File: src/nvsram_spi_pkg.sv
// Constants shared by the serial nonvolatile SRAM command block
package nvsram_spi_pkg;

  // Opcodes
  localparam logic [7:0] OP_SET_WL  = 8'h06;
  localparam logic [7:0] OP_CLR_WL  = 8'h04;
  localparam logic [7:0] OP_SR_RD   = 8'h05;
  localparam logic [7:0] OP_SR_WR   = 8'h01;
  localparam logic [7:0] OP_ARR_RD  = 8'h03;
  localparam logic [7:0] OP_ARR_WR  = 8'h02;
  localparam logic [7:0] OP_CLK_RD  = 8'h13;
  localparam logic [7:0] OP_CLK_WR  = 8'h12;
  localparam logic [7:0] OP_STORE   = 8'h3c;
  localparam logic [7:0] OP_RECALL  = 8'h60;
  localparam logic [7:0] OP_AS_ON   = 8'h59;
  localparam logic [7:0] OP_AS_OFF  = 8'h19;

  // Status byte layout
  localparam int SR_BUSY_BIT  = 0;
  localparam int SR_WEL_BIT   = 1;
  localparam int SR_BG_LO_BIT = 2;
  localparam int SR_BG_HI_BIT = 3;
  localparam int SR_GUARD_BIT = 7;

  // Values after reset
  localparam logic       WEL_RST       = 1'b0;
  localparam logic       GUARD_RST     = 1'b0;
  localparam logic [1:0] BLOCK_RST     = 2'b00;
  localparam logic       AUTO_SAVE_RST = 1'b1;
  localparam logic [7:0] CLK_REG_RST   = 8'h00;

  // Array and block guard
  localparam int         ARR_ADDR_W    = 16;
  localparam int         ARR_ADDR_BYTES = 2;
  localparam logic [1:0] GUARD_NONE    = 2'b00;
  localparam logic [1:0] GUARD_QUARTER = 2'b01;
  localparam logic [1:0] GUARD_HALF    = 2'b10;
  localparam logic [15:0] QUARTER_BASE = 16'hc000;
  localparam logic [15:0] HALF_BASE    = 16'h8000;

  // Clock register space
  localparam int         CLK_REG_CNT   = 16;
  localparam int         CLK_IDX_W     = 4;
  localparam logic [3:0] CLK_FLAGS_IDX = 4'h0;
  localparam int         FLAG_FREEZE_BIT = 0;
  localparam int         FLAG_HOLD_BIT   = 1;

  // Read data pipeline depth from address to load
  localparam int         RD_LAT = 2;

  // Write buffer entry width: address plus data
  localparam int         WBUF_W = ARR_ADDR_W + 8;

  typedef enum logic [8:0] {
    ST_IDLE   = 9'b000000001,
    ST_ADDR   = 9'b000000010,
    ST_SR_RD  = 9'b000000100,
    ST_SR_WR  = 9'b000001000,
    ST_ARR_RD = 9'b000010000,
    ST_ARR_WR = 9'b000100000,
    ST_CLK_RD = 9'b001000000,
    ST_CLK_WR = 9'b010000000,
    ST_IGNORE = 9'b100000000
  } st_e;

endpackage

File: src/wr_pair_buffer.sv
// Two-entry valid/ready buffer in the array write path
`timescale 1ns/1ps
`default_nettype none

module wr_pair_buffer #(
  parameter int WIDTH = 24,
  parameter int DEPTH = 2
) (
  input  wire logic             clk_i,
  input  wire logic             sys_rst_i,
  input  wire logic             in_valid_i,
  output logic                  in_ready_o,
  input  wire logic [WIDTH-1:0] in_data_i,
  output logic                  out_valid_o,
  input  wire logic             out_ready_i,
  output logic      [WIDTH-1:0] out_data_o
);

  localparam int PW = (DEPTH > 1) ? $clog2(DEPTH) : 1;

  logic [WIDTH-1:0] mem [DEPTH];
  logic [PW-1:0]    wr_ptr;
  logic [PW-1:0]    rd_ptr;
  logic [PW:0]      count;
  logic             push;
  logic             pop;

  assign in_ready_o  = (count != (PW+1)'(DEPTH));
  assign out_valid_o = (count != '0);
  assign out_data_o  = mem[rd_ptr];
  assign push        = in_valid_i && in_ready_o;
  assign pop         = out_valid_o && out_ready_i;

  function automatic logic [PW-1:0] bump(input logic [PW-1:0] p);
    bump = (p == (PW)'(DEPTH - 1)) ? '0 : p + 1'b1;
  endfunction

  always_ff @(posedge clk_i) begin
    if (push) begin
      mem[wr_ptr] <= in_data_i;
    end
  end

  always_ff @(posedge clk_i) begin
    if (sys_rst_i) begin
      wr_ptr <= '0;
      rd_ptr <= '0;
      count  <= '0;
    end else begin
      if (push) begin
        wr_ptr <= bump(wr_ptr);
      end
      if (pop) begin
        rd_ptr <= bump(rd_ptr);
      end
      count <= count + (PW+1)'(push) - (PW+1)'(pop);
    end
  end

endmodule

`default_nettype wire

File: src/spi_nvsram_write_protect_access.sv
// Serial command block: write latch, protection, array and clock access
//
// Operation
// RULE_01 - Write-class commands run only while the write latch is set.
// RULE_02 - Write latch is clear after reset.
// RULE_03 - Write-class command with latch clear is ignored until next frame.
// RULE_04 - Set-latch command sets the write latch.
// RULE_05 - Any completed write-class command clears the write latch.
// RULE_06 - Clear-latch command clears the latch when chip select rises.
// RULE_07 - Block guard bits protect none, upper quarter, upper half or all.
// RULE_08 - Protect pin low with pin guard set blocks status writes.
// RULE_09 - Pin guard clear makes the protect pin irrelevant.
// RULE_10 - Protect pin falling mid-frame does not affect a status write.
// RULE_11 - Array access refused during store or recall; busy bit and pin show it.
// RULE_12 - Read: opcode, two address bytes, data out on falling edges MSB first.
// RULE_13 - Serial input ignored after last read address bit.
// RULE_14 - Read address increments and wraps from top to zero.
// RULE_15 - Master ends a single read after one data byte.
// RULE_16 - Write: opcode, two address bytes, data stored at rising addresses.
// RULE_17 - Burst write wraps from top to zero; single byte ends after LSB.
// RULE_18 - Protected bytes discarded but address still increments.
// RULE_19 - Sixteen clock registers, single or burst read and write.
// RULE_20 - Master sets the freeze flag before reading time registers.
// RULE_21 - Clock register writes except flags need the hold flag set.
// RULE_22 - Clearing the hold flag loads the new time into the counters.
// RULE_23 - Status write changes only pin guard and block guard bits.
// RULE_24 - Busy bit reads one during store or recall.
// RULE_25 - Clock register address wraps to zero after the last one.
// RULE_26 - Input sampled on rising clock, idle low or high, MSB first.
`timescale 1ns/1ps
`default_nettype none

module spi_nvsram_write_protect_access (
  input  wire logic                                  clk_i,
  input  wire logic                                  sys_rst_i,
  input  wire logic                                  sclk_i,
  input  wire logic                                  cs_n_i,
  input  wire logic                                  mosi_i,
  output logic                                       miso_o,
  output logic                                       miso_oe_o,
  input  wire logic                                  protect_n_i,
  input  wire logic                                  nv_busy_i,
  output logic                                       store_busy_pin_n_o,
  output logic                                       store_req_o,
  output logic                                       recall_req_o,
  output logic                                       auto_save_on_o,
  output logic                                       write_latch_o,
  output logic                                       pin_guard_enable_o,
  output logic                                       block_guard_hi_o,
  output logic                                       block_guard_lo_o,
  output logic                                       freeze_o,
  output logic                                       time_load_o,
  output logic                                       write_drop_o,
  output logic [nvsram_spi_pkg::ARR_ADDR_W-1:0]      mem_raddr_o,
  input  wire logic [7:0]                            mem_rdata_i,
  output logic                                       mem_wr_valid_o,
  input  wire logic                                  mem_wr_ready_i,
  output logic [nvsram_spi_pkg::ARR_ADDR_W-1:0]      mem_waddr_o,
  output logic [7:0]                                 mem_wdata_o
);
  import nvsram_spi_pkg::*;

  ////////////////////////////////////////////////////////////////////////////
  // Pin synchronisers; edges looked at only past the first stage
  logic [2:0] sclk_q;
  logic [2:0] cs_q;
  logic [1:0] mosi_q;
  logic       sclk_rise;
  logic       sclk_fall;
  logic       cs_rise;
  logic       active;
  logic       prot_n_q1;
  logic       prot_n_s;

  always_ff @(posedge clk_i) begin
    if (sys_rst_i) begin
      sclk_q    <= 3'h0;
      cs_q      <= 3'h7;
      mosi_q    <= 2'h0;
      prot_n_q1 <= 1'b1;
      prot_n_s  <= 1'b1;
    end else begin
      sclk_q    <= {sclk_q[1:0], sclk_i};
      cs_q      <= {cs_q[1:0], cs_n_i};
      mosi_q    <= {mosi_q[0], mosi_i};
      prot_n_q1 <= protect_n_i;
      prot_n_s  <= prot_n_q1;
    end
  end

  assign active    = ~cs_q[1];
  assign sclk_rise = sclk_q[1] & ~sclk_q[2];
  assign sclk_fall = ~sclk_q[1] & sclk_q[2];
  assign cs_rise   = cs_q[1] & ~cs_q[2];

  ////////////////////////////////////////////////////////////////////////////
  // Bit and byte assembly
  logic [2:0] bit_cnt;
  logic [6:0] shift_in;
  logic       byte_done;
  logic [7:0] byte_val;

  assign byte_done = sclk_rise && active && (bit_cnt == 3'h7);
  assign byte_val  = {shift_in, mosi_q[1]};

  // RULE_26 rising edge sampling
  always_ff @(posedge clk_i) begin
    if (sys_rst_i || !active) begin
      bit_cnt  <= 3'h0;
      shift_in <= 7'h00;
    end else if (sclk_rise) begin
      bit_cnt  <= bit_cnt + 3'h1;
      shift_in <= byte_val[6:0];
    end
  end

  ////////////////////////////////////////////////////////////////////////////
  // Protection helpers
  logic       wel;
  logic       pin_guard;
  logic [1:0] block_guard;
  logic       busy;

  // RULE_07 guard level decode
  function automatic logic is_guarded(input logic [1:0] lvl, input logic [15:0] a);
    case (lvl)
      GUARD_NONE:    is_guarded = 1'b0;
      GUARD_QUARTER: is_guarded = (a >= QUARTER_BASE);
      GUARD_HALF:    is_guarded = (a >= HALF_BASE);
      default:       is_guarded = 1'b1;
    endcase
  endfunction

  function automatic logic is_write_class(input logic [7:0] op);
    is_write_class = (op == OP_SR_WR) || (op == OP_ARR_WR) || (op == OP_CLK_WR) ||
                     (op == OP_STORE) || (op == OP_RECALL) || (op == OP_AS_ON) ||
                     (op == OP_AS_OFF);
  endfunction

  assign busy = nv_busy_i;

  ////////////////////////////////////////////////////////////////////////////
  // Command state machine
  st_e        state;
  logic [7:0] cmd;
  logic       addr_cnt;
  logic       cmd_ok;

  // RULE_01 latch gates write class
  // RULE_11 array refused while busy
  assign cmd_ok = (!is_write_class(byte_val) || wel) &&
                  (!((byte_val == OP_ARR_RD) || (byte_val == OP_ARR_WR)) || !busy);

  always_ff @(posedge clk_i) begin
    if (sys_rst_i || !active) begin
      state    <= ST_IDLE;
      cmd      <= 8'h00;
      addr_cnt <= 1'b0;
    end else if (byte_done) begin
      case (state)
        ST_IDLE: begin
          cmd      <= byte_val;
          addr_cnt <= 1'b0;
          // RULE_03 refused command idles to frame end
          if (!cmd_ok) begin
            state <= ST_IGNORE;
          end else begin
            case (byte_val)
              OP_SR_RD:  state <= ST_SR_RD;
              OP_SR_WR:  state <= ST_SR_WR;
              OP_ARR_RD: state <= ST_ADDR;
              OP_ARR_WR: state <= ST_ADDR;
              OP_CLK_RD: state <= ST_ADDR;
              OP_CLK_WR: state <= ST_ADDR;
              default:   state <= ST_IGNORE;
            endcase
          end
        end
        ST_ADDR: begin
          addr_cnt <= 1'b1;
          if (addr_cnt || (cmd == OP_CLK_RD) || (cmd == OP_CLK_WR)) begin
            case (cmd)
              OP_ARR_RD: state <= ST_ARR_RD;
              OP_ARR_WR: state <= ST_ARR_WR;
              OP_CLK_RD: state <= ST_CLK_RD;
              OP_CLK_WR: state <= ST_CLK_WR;
              default:   state <= ST_IGNORE;
            endcase
          end
        end
        // Status write takes one byte; the rest of the frame is dropped
        ST_SR_WR: state <= ST_IGNORE;
        ST_SR_RD, ST_ARR_RD, ST_ARR_WR, ST_CLK_RD, ST_CLK_WR, ST_IGNORE: state <= state;
        default:  state <= ST_IGNORE;
      endcase
    end
  end

  ////////////////////////////////////////////////////////////////////////////
  // Frame flags: latch clear and special commands act at chip select rise
  logic       wr_taken;
  logic       clr_pend;
  logic [7:0] spec_op;

  always_ff @(posedge clk_i) begin
    if (sys_rst_i || !active) begin
      wr_taken <= 1'b0;
      clr_pend <= 1'b0;
      spec_op  <= 8'h00;
    end else if (byte_done && state == ST_IDLE && cmd_ok) begin
      wr_taken <= is_write_class(byte_val);
      clr_pend <= (byte_val == OP_CLR_WL);
      spec_op  <= byte_val;
    end
  end

  always_ff @(posedge clk_i) begin
    // RULE_02 disabled after reset
    if (sys_rst_i) begin
      wel <= WEL_RST;
    // RULE_05 cleared on completion
    // RULE_06 cleared at chip select rise
    end else if (cs_rise && (wr_taken || clr_pend)) begin
      wel <= 1'b0;
    // RULE_04 set latch
    end else if (byte_done && state == ST_IDLE && byte_val == OP_SET_WL) begin
      wel <= 1'b1;
    end
  end

  always_ff @(posedge clk_i) begin
    if (sys_rst_i) begin
      store_req_o    <= 1'b0;
      recall_req_o   <= 1'b0;
      auto_save_on_o <= AUTO_SAVE_RST;
    end else begin
      store_req_o  <= cs_rise && wr_taken && (spec_op == OP_STORE);
      recall_req_o <= cs_rise && wr_taken && (spec_op == OP_RECALL);
      if (cs_rise && wr_taken && spec_op == OP_AS_ON) begin
        auto_save_on_o <= 1'b1;
      end else if (cs_rise && wr_taken && spec_op == OP_AS_OFF) begin
        auto_save_on_o <= 1'b0;
      end
    end
  end

  ////////////////////////////////////////////////////////////////////////////
  // Status register
  logic sr_locked;

  // RULE_10 pin state frozen at command decode
  always_ff @(posedge clk_i) begin
    if (sys_rst_i) begin
      sr_locked <= 1'b0;
    end else if (byte_done && state == ST_IDLE) begin
      // RULE_08 pin low with guard blocks
      // RULE_09 guard clear ignores pin
      sr_locked <= pin_guard && !prot_n_s;
    end
  end

  // RULE_23 only guard bits change
  always_ff @(posedge clk_i) begin
    if (sys_rst_i) begin
      pin_guard   <= GUARD_RST;
      block_guard <= BLOCK_RST;
    end else if (byte_done && state == ST_SR_WR && !sr_locked) begin
      pin_guard   <= byte_val[SR_GUARD_BIT];
      block_guard <= {byte_val[SR_BG_HI_BIT], byte_val[SR_BG_LO_BIT]};
    end
  end

  ////////////////////////////////////////////////////////////////////////////
  // Array and clock register addressing
  logic [15:0]          arr_addr;
  logic [CLK_IDX_W-1:0] clk_idx;

  always_ff @(posedge clk_i) begin
    if (sys_rst_i) begin
      arr_addr <= 16'h0000;
      clk_idx  <= '0;
    end else if (byte_done) begin
      if (state == ST_ADDR) begin
        arr_addr <= {arr_addr[7:0], byte_val};
        clk_idx  <= byte_val[CLK_IDX_W-1:0];
      // RULE_14 read wraps naturally at top
      // RULE_17 write wraps naturally at top
      end else if (state == ST_ARR_RD || state == ST_ARR_WR) begin
        arr_addr <= arr_addr + 16'h0001;
      // RULE_25 register index wraps
      end else if (state == ST_CLK_RD || state == ST_CLK_WR) begin
        clk_idx <= clk_idx + 4'h1;
      end
    end
  end

  ////////////////////////////////////////////////////////////////////////////
  // Array write path through the two-entry buffer
  logic wb_valid;
  logic wb_ready;

  // RULE_16 data byte to current address
  // RULE_18 guarded bytes discarded
  assign wb_valid = byte_done && (state == ST_ARR_WR) && !is_guarded(block_guard, arr_addr);

  // Serial link cannot stall, so a full buffer can only report the loss
  always_ff @(posedge clk_i) begin
    if (sys_rst_i) begin
      write_drop_o <= 1'b0;
    end else begin
      write_drop_o <= wb_valid && !wb_ready;
    end
  end

  wr_pair_buffer #(
    .WIDTH (WBUF_W),
    .DEPTH (2)
  ) u_wbuf (
    .clk_i       (clk_i),
    .sys_rst_i   (sys_rst_i),
    .in_valid_i  (wb_valid),
    .in_ready_o  (wb_ready),
    .in_data_i   ({arr_addr, byte_val}),
    .out_valid_o (mem_wr_valid_o),
    .out_ready_i (mem_wr_ready_i),
    .out_data_o  ({mem_waddr_o, mem_wdata_o})
  );

  ////////////////////////////////////////////////////////////////////////////
  // Clock register space
  logic [7:0] clk_regs [CLK_REG_CNT];
  logic       hold_q;
  logic       hold_now;

  assign hold_now = clk_regs[CLK_FLAGS_IDX][FLAG_HOLD_BIT];

  // RULE_19 sixteen registers
  // RULE_21 hold flag gates non-flag writes
  always_ff @(posedge clk_i) begin
    if (sys_rst_i) begin
      for (int i = 0; i < CLK_REG_CNT; i++) begin
        clk_regs[i] <= CLK_REG_RST;
      end
    end else if (byte_done && state == ST_CLK_WR &&
                 (clk_idx == CLK_FLAGS_IDX || hold_now)) begin
      clk_regs[clk_idx] <= byte_val;
    end
  end

  // RULE_22 load pulse on hold release
  always_ff @(posedge clk_i) begin
    if (sys_rst_i) begin
      hold_q      <= 1'b0;
      time_load_o <= 1'b0;
    end else begin
      hold_q      <= hold_now;
      time_load_o <= hold_q && !hold_now;
    end
  end

  // RULE_20 freeze flag shown to the counters
  assign freeze_o = clk_regs[CLK_FLAGS_IDX][FLAG_FREEZE_BIT];

  ////////////////////////////////////////////////////////////////////////////
  // Serial output
  logic [RD_LAT-1:0] load_pipe;
  logic [7:0]        tx_shift;
  logic [7:0]        sr_byte;
  logic              rd_state;
  logic              load_now;

  assign rd_state = (state == ST_SR_RD) || (state == ST_ARR_RD) || (state == ST_CLK_RD);
  // RULE_24 busy bit
  assign sr_byte  = {pin_guard, 3'b000, block_guard, wel, busy};
  // Next byte fetched on the status read opcode, on the last address byte or on each finished read byte
  assign load_now = byte_done && ((state == ST_IDLE && cmd_ok && byte_val == OP_SR_RD) ||
                    (state == ST_ADDR && (addr_cnt || cmd == OP_CLK_RD) &&
                     (cmd == OP_ARR_RD || cmd == OP_CLK_RD)) || rd_state);

  always_ff @(posedge clk_i) begin
    if (sys_rst_i || !active) begin
      load_pipe <= '0;
    end else begin
      load_pipe <= {load_pipe[RD_LAT-2:0], load_now};
    end
  end

  // RULE_12 falling edge, MSB first
  // RULE_13 input ignored during read data
  always_ff @(posedge clk_i) begin
    if (sys_rst_i || !active) begin
      tx_shift <= 8'h00;
      miso_o   <= 1'b0;
    end else if (load_pipe[RD_LAT-1]) begin
      case (state)
        ST_ARR_RD: tx_shift <= mem_rdata_i;
        ST_CLK_RD: tx_shift <= clk_regs[clk_idx];
        default:   tx_shift <= sr_byte;
      endcase
    end else if (sclk_fall && rd_state) begin
      miso_o   <= tx_shift[7];
      tx_shift <= {tx_shift[6:0], 1'b0};
    end
  end

  assign miso_oe_o          = active && rd_state;
  assign mem_raddr_o        = arr_addr;
  assign write_latch_o      = wel;
  assign pin_guard_enable_o = pin_guard;
  assign block_guard_hi_o   = block_guard[1];
  assign block_guard_lo_o   = block_guard[0];

  always_ff @(posedge clk_i) begin
    if (sys_rst_i) begin
      store_busy_pin_n_o <= 1'b1;
    end else begin
      store_busy_pin_n_o <= ~busy;
    end
  end

endmodule

`default_nettype wire

File: config.mk
export PLATFORM = sky130hd
export DESIGN_NAME = spi_nvsram_write_protect_access
export DESIGN_NICKNAME = d
export VERILOG_FILES = /design/src/nvsram_spi_pkg.sv /design/src/wr_pair_buffer.sv /design/src/spi_nvsram_write_protect_access.sv
export SDC_FILE = /design/constraint.sdc
export NUM_CORES = 1
export LEC_CHECK = 0
export ABC_CLOCK_PERIOD_IN_PS = 9680
export BUFFER_PORTS_ARGS = -buffer_cell sky130_fd_sc_hd__buf_2
export CORE_UTILIZATION = 49
export DETAILED_ROUTE_END_ITERATION = 6
export PLACE_DENSITY_LB_ADDON = 0.08
export SLEW_MARGIN = 20
export SYNTH_ARGS = -nofsm -noshare
export SYNTH_HDL_FRONTEND = slang
export SYNTH_SLANG_ARGS = --single-unit
File: constraint.sdc
create_clock -name clk_i -period 9.68 [get_ports clk_i]
set_input_delay 0.968 -clock clk_i [delete_from_list [all_inputs] [get_ports clk_i]]
set_output_delay 0.968 -clock clk_i [all_outputs]
set_load 0.02 [all_outputs]
=== Word level (Yosys, flattened, before mapping) ===
Memories as Yosys holds them, arrays and structs flattened. A register that Yosys moved wholly into a read port is not among the register bits.
Cells that the tools add are included.

* Add/subtract/negate cells: 7
* Order comparisons: 2
* Equal/unequal tests: 35
* Muxes and demuxes: 31
* Bitwise gates (word level): 10
* Reductions and logical operators: 77

{| class="wikitable"
|+ Operators by type and width
! operator !! count
|-
| $pmux 9 s3 || 2
|-
| $eq 8x5->1 const B || 6
|-
| $pmux 9 s4 || 1
|-
| $eq 8x2->1 const B || 4
|-
| $eq 8x7->1 const B || 4
|-
| $ge 16x16->1 const B || 2
|-
| $mux 16 || 2
|-
| $logic_and 1x1->1 || 30
|-
| $eq 8x3->1 const B || 3
|-
| $mux 4 || 6
|-
| $mux 8 || 3
|-
| $logic_or 1x1->1 || 21
|-
| $mux 9 || 2
|-
| $add 16x1->16 const B || 1
|-
| $eq 8x6->1 const B || 2
|-
| $pmux 8 s2 || 1
|-
| $mux 1 || 12
|-
| $reduce_bool 2->1 || 5
|-
| $eq 9x1->1 const B || 1
|-
| $eq 9x2->1 const B || 1
|-
| $eq 9x3->1 const B || 1
|-
| $eq 9x4->1 const B || 1
|-
| $eq 9x5->1 const B || 1
|-
| $eq 9x6->1 const B || 1
|-
| 26 further kinds || 49
|}

* Bits in registers: 95
* Bits in writable memories: 176
* Input port bits: 16
* Output and inout port bits: 54
* Logic and storage cells: 196
* Memories: 2

{| class="wikitable"
|+ Memories
! memory !! depth !! width !! rd ports !! clocked after Yosys merged registers in !! wr ports !! line !! RTL
|-
| clk_regs || 16 || 8 || 2 || 1 || 16 || spi_nvsram_write_protect_access.sv:331 || <nowiki>logic [7:0] clk_regs [CLK_REG_CNT];</nowiki>
|-
| u_wbuf.mem || 2 || 24 || 1 || 1 || 1 || wr_pair_buffer.sv:21 || <nowiki>logic [WIDTH-1:0] mem [DEPTH];</nowiki>
|}

=== Longest topological paths before layout ===
* Depth in word-level cells: 15
* Gate-level depth with buffers: 10
* Gate-level depth less buffers: 9

=== Cells and area by module ===
From an unflattened synthesis, not the netlist that was laid out.

* Cells, all modules: 1052
* Area, all modules: 12791.0 um^2

{| class="wikitable"
|+ Modules (own cells, without submodules)
! module !! instances !! cells each !! area each (um^2) !! seq. area each (um^2)
|-
| spi_nvsram_write_protect_access || 1 || 948 || 10806.6 || 5745.5
|-
| wr_pair_buffer || 1 || 104 || 1984.4 || 1541.5
|}

=== Worst setup path after synthesis ===
No wires, ideal clock.

* Path type: register to register
* Start: register state[2]
* End: memory u_wbuf.mem[0][0], enable pin
* Setup time: 408 ps
* Data arrival time: 2884 ps
* Data required time: 9272 ps
* Setup slack: 6388 ps
* Stages on the path, launching flop included: 6
* Buffers on the path: 1
* Period minus slack after synthesis: 3292 ps
* Path through: dfxtp_1 > buf_2 > or4_1 > or2_1 > nor4b_4 > nor2b_1

* Word-level cells in the longest chain between the ends: 6

{| class="wikitable"
|+ RTL lines
! item !! line !! RTL
|-
| start: declaration || spi_nvsram_write_protect_access.sv:144 || <nowiki>st_e state;</nowiki>
|-
| start signal: assignment || spi_nvsram_write_protect_access.sv:193 || <nowiki>ST_SR_RD, ST_ARR_RD, ST_ARR_WR, ST_CLK_RD, ST_CLK_WR, ST_IGNORE: state <= state;</nowiki>
|-
| $eq 9x6->1 || spi_nvsram_write_protect_access.sv:304 || <nowiki>assign wb_valid = byte_done && (state == ST_ARR_WR) && !is_guarded(block_guard, arr_addr);</nowiki>
|-
| $logic_and 1x1->1 (2 in a row) || spi_nvsram_write_protect_access.sv:304 ||
|-
| $logic_and 1x1->1 || wr_pair_buffer.sv:31 || <nowiki>assign push = in_valid_i && in_ready_o;</nowiki>
|-
| $mux 1 || wr_pair_buffer.sv:39 || <nowiki>if (push) begin</nowiki>
|-
| $mux 1 (implied by the code) || wr_pair_buffer.sv:40 || <nowiki>mem[wr_ptr] <= in_data_i;</nowiki>
|-
| end: declaration || wr_pair_buffer.sv:21 ||
|}

No other way between the ends.

=== Worst setup path in the final report ===
* Start: register state[8]
* End: output miso_oe_o

* Word-level cells in the longest chain between the ends: 4
* Elaborated cells between the ends (all ways): 6
* Those cells by class: 3 x eq/ne; 3 x reduce/logical

{| class="wikitable"
|+ RTL lines
! item !! line !! RTL
|-
| $eq 9x3->1 or $eq 9x5->1 (tied branches) || spi_nvsram_write_protect_access.sv:372 || <nowiki>assign rd_state = (state == ST_SR_RD) || (state == ST_ARR_RD) || (state == ST_CLK_RD);</nowiki>
|-
| $logic_or 1x1->1 || spi_nvsram_write_protect_access.sv:372 ||
|-
| $logic_or 1x1->1 * || spi_nvsram_write_protect_access.sv:372 ||
|-
| $logic_and 1x1->1 * || spi_nvsram_write_protect_access.sv:406 || <nowiki>assign miso_oe_o = active && rd_state;</nowiki>
|-
| end: declaration || spi_nvsram_write_protect_access.sv:40 || <nowiki>output logic miso_oe_o,</nowiki>
|}

Every way passes the cells marked *; elsewhere a longest branch is shown, timed or not.

==> insert_results.sql <==
INSERT INTO impl_metrics (metric_group, metric, value, unit) VALUES
('run_status', 'run_status', 'finished, final reports clean', ''),
('detailed_routing', 'detail_route.vias_per_cell', '5.67', ''),
('sta', 'totalNegativeSetupSlack', '0', 'ps'),
('logic_synthesis', 'synthesis.instances', '1026', ''),
('detailed_routing', 'drtPass1Iterations', '5', ''),
('logic_synthesis', 'yosysSeqAreaShare', '58.2', '%'),
('power_and_ir_drop', 'power.static_leakage', '0.00479', 'µW'),
('sta', 'rsz_0062_raised_after_global_routing', 'no', ''),
('sta', 'fin_worst_skew', '9.11', 'ps'),
('critical_path', 'maximum_fanout_along_the_worst_path', '11', ''),
('clock_network', 'cts_resized', '0', ''),
('detailed_routing', 'wl_met2', '15000', 'µm'),
('sta', 'postLayoutSetupSlackWorst', '6180', 'ps'),
('sta', 'max_slew_margin', '29.0', '%'),
('placed_design', 'gp_congestion', '0.804', ''),
('layout', 'drive_gt1_share', '22.0', '%'),
('clock_network', 'ctsHoldBuffers', '0', ''),
('layout', 'syn_to_final_growth', '12.3', '%'),
('clock_network', 'library_cell_used_as_clock_root_buffer', 'sky130_fd_sc_hd__clkbuf_16', ''),
('floorplanning', 'floorplan.rows', '58', ''),
('critical_path', 'critical_path_class', 'register to primary output', ''),
('power_and_ir_drop', 'pwr_density_cell', '179', 'nW/µm²'),
('critical_path', 'critPathArrivalTime', '2530', 'ps'),
('floorplanning', 'floorplan.die_area', '26200', 'µm²'),
('floorplanning', 'die-height', '162', 'µm'),
('logic_synthesis', 'synth_cell_types', '78', ''),
('clock_network', 'max_clock_buf_depth', '3', ''),
('logic_synthesis', 'synth_area', '12500', 'µm²'),
('floorplanning', 'design.core.area', '25100', 'µm²'),
('detailed_routing', 'antenna_violating_nets_post_route', '0', ''),
('placed_design', 'post_placement_worst_setup_slack', '6040', 'ps'),
('critical_path', 'critical_path_startpoint_category', 'register', ''),
('job', 'cap_violations', '0', ''),
('logic_synthesis', 'postSynthAreaPerCell', '12.2', 'µm²'),
('clock_network', 'tritoncts', 'yes', ''),
('logic_synthesis', 'ys_async_sr_fraction', '0', '%'),
('detailed_routing', 'detailedRoute.firstIterationViolations', '657', ''),
('sta', 'peak_freq', '286', 'MHz'),
('sta', 'fin_crit', '3500', 'ps'),
('placed_design', 'place_hpwl', '19900', 'µm'),
('global_route', 'grt_use_total', '23.7', '%'),
('logic_synthesis', 'synthesized_net_count', '1052', ''),
('logic_synthesis', 'synth_enable_flop_cells', '176', ''),
('global_route', 'grt_max_degree', '63', ''),
('clock_network', 'clkSinkCount', '276', ''),
('detailed_routing', 'routed_wirelength', '30500', 'µm'),
('global_route', 'grt_remaining_overflow', '0', ''),
('floorplanning', 'io_pins', '70', ''),
('placed_design', 'detailed_place.area', '13100', 'µm²'),
('placed_design', 'port-buffer-count', '69', ''),
('sta', 'timing_worst_slew_pin_value', '1060', 'ps'),
('clock_network', 'worstSkewPairLatency', '540', 'ps'),
('layout', 'design.final.nets', '1096', ''),
('power_and_ir_drop', 'ir_worst_vdd', '0.136', 'mV'),
('global_route', 'wire_length_of_the_first_global_routing_pass', '46800', 'µm'),
('layout', 'fin_area', '14100', 'µm²'),
('clock_network', 'clk_transition_reported_paths', '60', 'ps'),
('detailed_routing', 'post_route_drc_violation_count', '0', ''),
('layout', 'antennaDiodeCount', '0', ''),
('logic_synthesis', 'synth-main-ff-cell', 'sky130_fd_sc_hd__edfxtp_1', ''),
('global_route', 'antenna_found_initial', '0', ''),
('logic_synthesis', 'ys_warn_count', '0', ''),
('sta', 'hold_violation_count_in_the_final_report', '0', ''),
('sta', 'hold_slack', '421', 'ps'),
('detailed_routing', 'vias', '8065', ''),
('critical_path', 'timing.critical_path.required', '8710', 'ps'),
('floorplanning', 'die-width', '162', 'µm'),
('critical_path', 'timing.critical_path.to_type', 'primary output', ''),
('sta', 'layout_worst_path_cycle_share', '36.2', '%'),
('detailed_routing', 'routed.top_layer', 'met4', ''),
('sta', 'setup_viol', '0', '');
## path summary, 6_finish.rpt
kind | from | end | slack, ps | cells after the start
setup / recovery | state[8] | miso_oe_o | 6180 | 4
setup reg to reg | bit_cnt[0] | clk_regs[11][3] | 6380 | 7
hold reg to reg | prot_n_q1 | prot_n_s | 420 | 1
hold / removal | prot_n_q1 | prot_n_s | 420 | 1
## cells by family (layout without fill, tap and decap cells)
kind of cell             after synthesis  in the layout  synth area share (%)
adder cells (fa/ha/maj)               10             10                 0.999
XOR/XNOR                               9              9                 0.630
AO/OA/AOI/OAI                        122            122                  6.75
buffers and inverters                 81            147                  2.81
AND/OR/NAND/NOR                      438            438                  20.1
multiplexers                          90             90                  10.6
flip-flops                           276            276                  58.2
## through the flow
step	std cells	util [%]
CTS	1422	56.0
floorplan	1026	-
detailed placement	1370	52.1
finish	1422	56.0
global placement	1370	52.1
global route	1422	56.0
## layout make-up
type	count	area [µm²]
fillers	2108	11000
clock inverters	14	145
repair buffers	84	458
clock buffers	38	821
multi-input cells	669	4890
flip-flops and latches	276	7290
inverters	11	41.3
well taps	330	413
## sequential cells by signal, indices dropped and copies added (netlist names), 3 cells and up, named ones only
register     cells
bit_cnt          3
clk_idx          4
clk_regs       128
cmd              8
cs_q             3
mem_raddr_o     16
sclk_q           3
shift_in         7
spec_op          8
state            9
tx_shift         8
u_wbuf.mem      48
## cells in the mapped netlist (3+ instances only)
library cell / n / area (µm²)
sky130_fd_sc_hd__xor2_1: 3 / 26.3
sky130_fd_sc_hd__nor2_2: 3 / 18.8
sky130_fd_sc_hd__mux4_2: 31 / 698
sky130_fd_sc_hd__or4b_2: 3 / 30.0
sky130_fd_sc_hd__mux2_2: 27 / 304
sky130_fd_sc_hd__inv_1: 11 / 41.3
sky130_fd_sc_hd__nor3_2: 4 / 40.0
sky130_fd_sc_hd__nor4_1: 7 / 43.8
sky130_fd_sc_hd__o21ai_1: 7 / 35.0
sky130_fd_sc_hd__nand3b_1: 5 / 37.5
sky130_fd_sc_hd__a221oi_1: 7 / 61.3
sky130_fd_sc_hd__edfxtp_1: 176 / 5290
sky130_fd_sc_hd__nand4_1: 7 / 43.8
sky130_fd_sc_hd__o31ai_1: 5 / 37.5
sky130_fd_sc_hd__o22a_1: 4 / 35.0
sky130_fd_sc_hd__xnor2_1: 6 / 52.6
sky130_fd_sc_hd__buf_6: 4 / 45.0
sky130_fd_sc_hd__o41ai_1: 3 / 26.3
sky130_fd_sc_hd__clkbuf_1: 52 / 195
sky130_fd_sc_hd__buf_2: 8 / 40.0
sky130_fd_sc_hd__a31oi_1: 5 / 31.3
sky130_fd_sc_hd__buf_1: 4 / 15.0
sky130_fd_sc_hd__a22oi_1: 3 / 22.5
sky130_fd_sc_hd__and2_1: 132 / 826
sky130_fd_sc_hd__a21o_1: 6 / 45.0
sky130_fd_sc_hd__a311oi_1: 3 / 26.3
sky130_fd_sc_hd__nor4bb_1: 3 / 30.0
sky130_fd_sc_hd__a21oi_1: 35 / 175
sky130_fd_sc_hd__nand3_1: 29 / 145
sky130_fd_sc_hd__dfxtp_1: 100 / 2000
sky130_fd_sc_hd__nor4b_1: 4 / 35.0
sky130_fd_sc_hd__nand4b_1: 3 / 26.3
sky130_fd_sc_hd__or4_1: 5 / 37.5
sky130_fd_sc_hd__nor2b_1: 12 / 75.1
sky130_fd_sc_hd__nand2_1: 84 / 315
sky130_fd_sc_hd__a211oi_1: 13 / 97.6
sky130_fd_sc_hd__or3_1: 8 / 50.1
sky130_fd_sc_hd__and3_1: 7 / 43.8
sky130_fd_sc_hd__nor2_1: 53 / 199
sky130_fd_sc_hd__nand2b_1: 14 / 87.6
sky130_fd_sc_hd__nor3_1: 14 / 70.1
sky130_fd_sc_hd__or2_2: 22 / 138
sky130_fd_sc_hd__o21ai_0: 12 / 60.1
sky130_fd_sc_hd__mux2i_1: 32 / 320
sky130_fd_sc_hd__ha_1: 10 / 125
## metal layers
layer,track usage [%],vias up
met5,0,-
met4,7.29,0
met3,2.50,49
met2,40.1,226
met1,32.2,3954
li1,-,3836
## worst max-delay path, stage by stage (launching register included)
cell and delay (ps):
sky130_fd_sc_hd__dfxtp_1 430, sky130_fd_sc_hd__or3_1 520, sky130_fd_sc_hd__or4b_2 730, sky130_fd_sc_hd__nor2_1 140, sky130_fd_sc_hd__buf_2 180
## power by group
| group | switching (µW) | internal (µW) |
|---|---|---|
| logic | 51.3 | 41.4 |
| registers | 21.3 | 1280 |
| clock network | 451 | 672 |
| total | 523 | 1990 |
No activity file was read; power rests on OpenSTA's default activity.
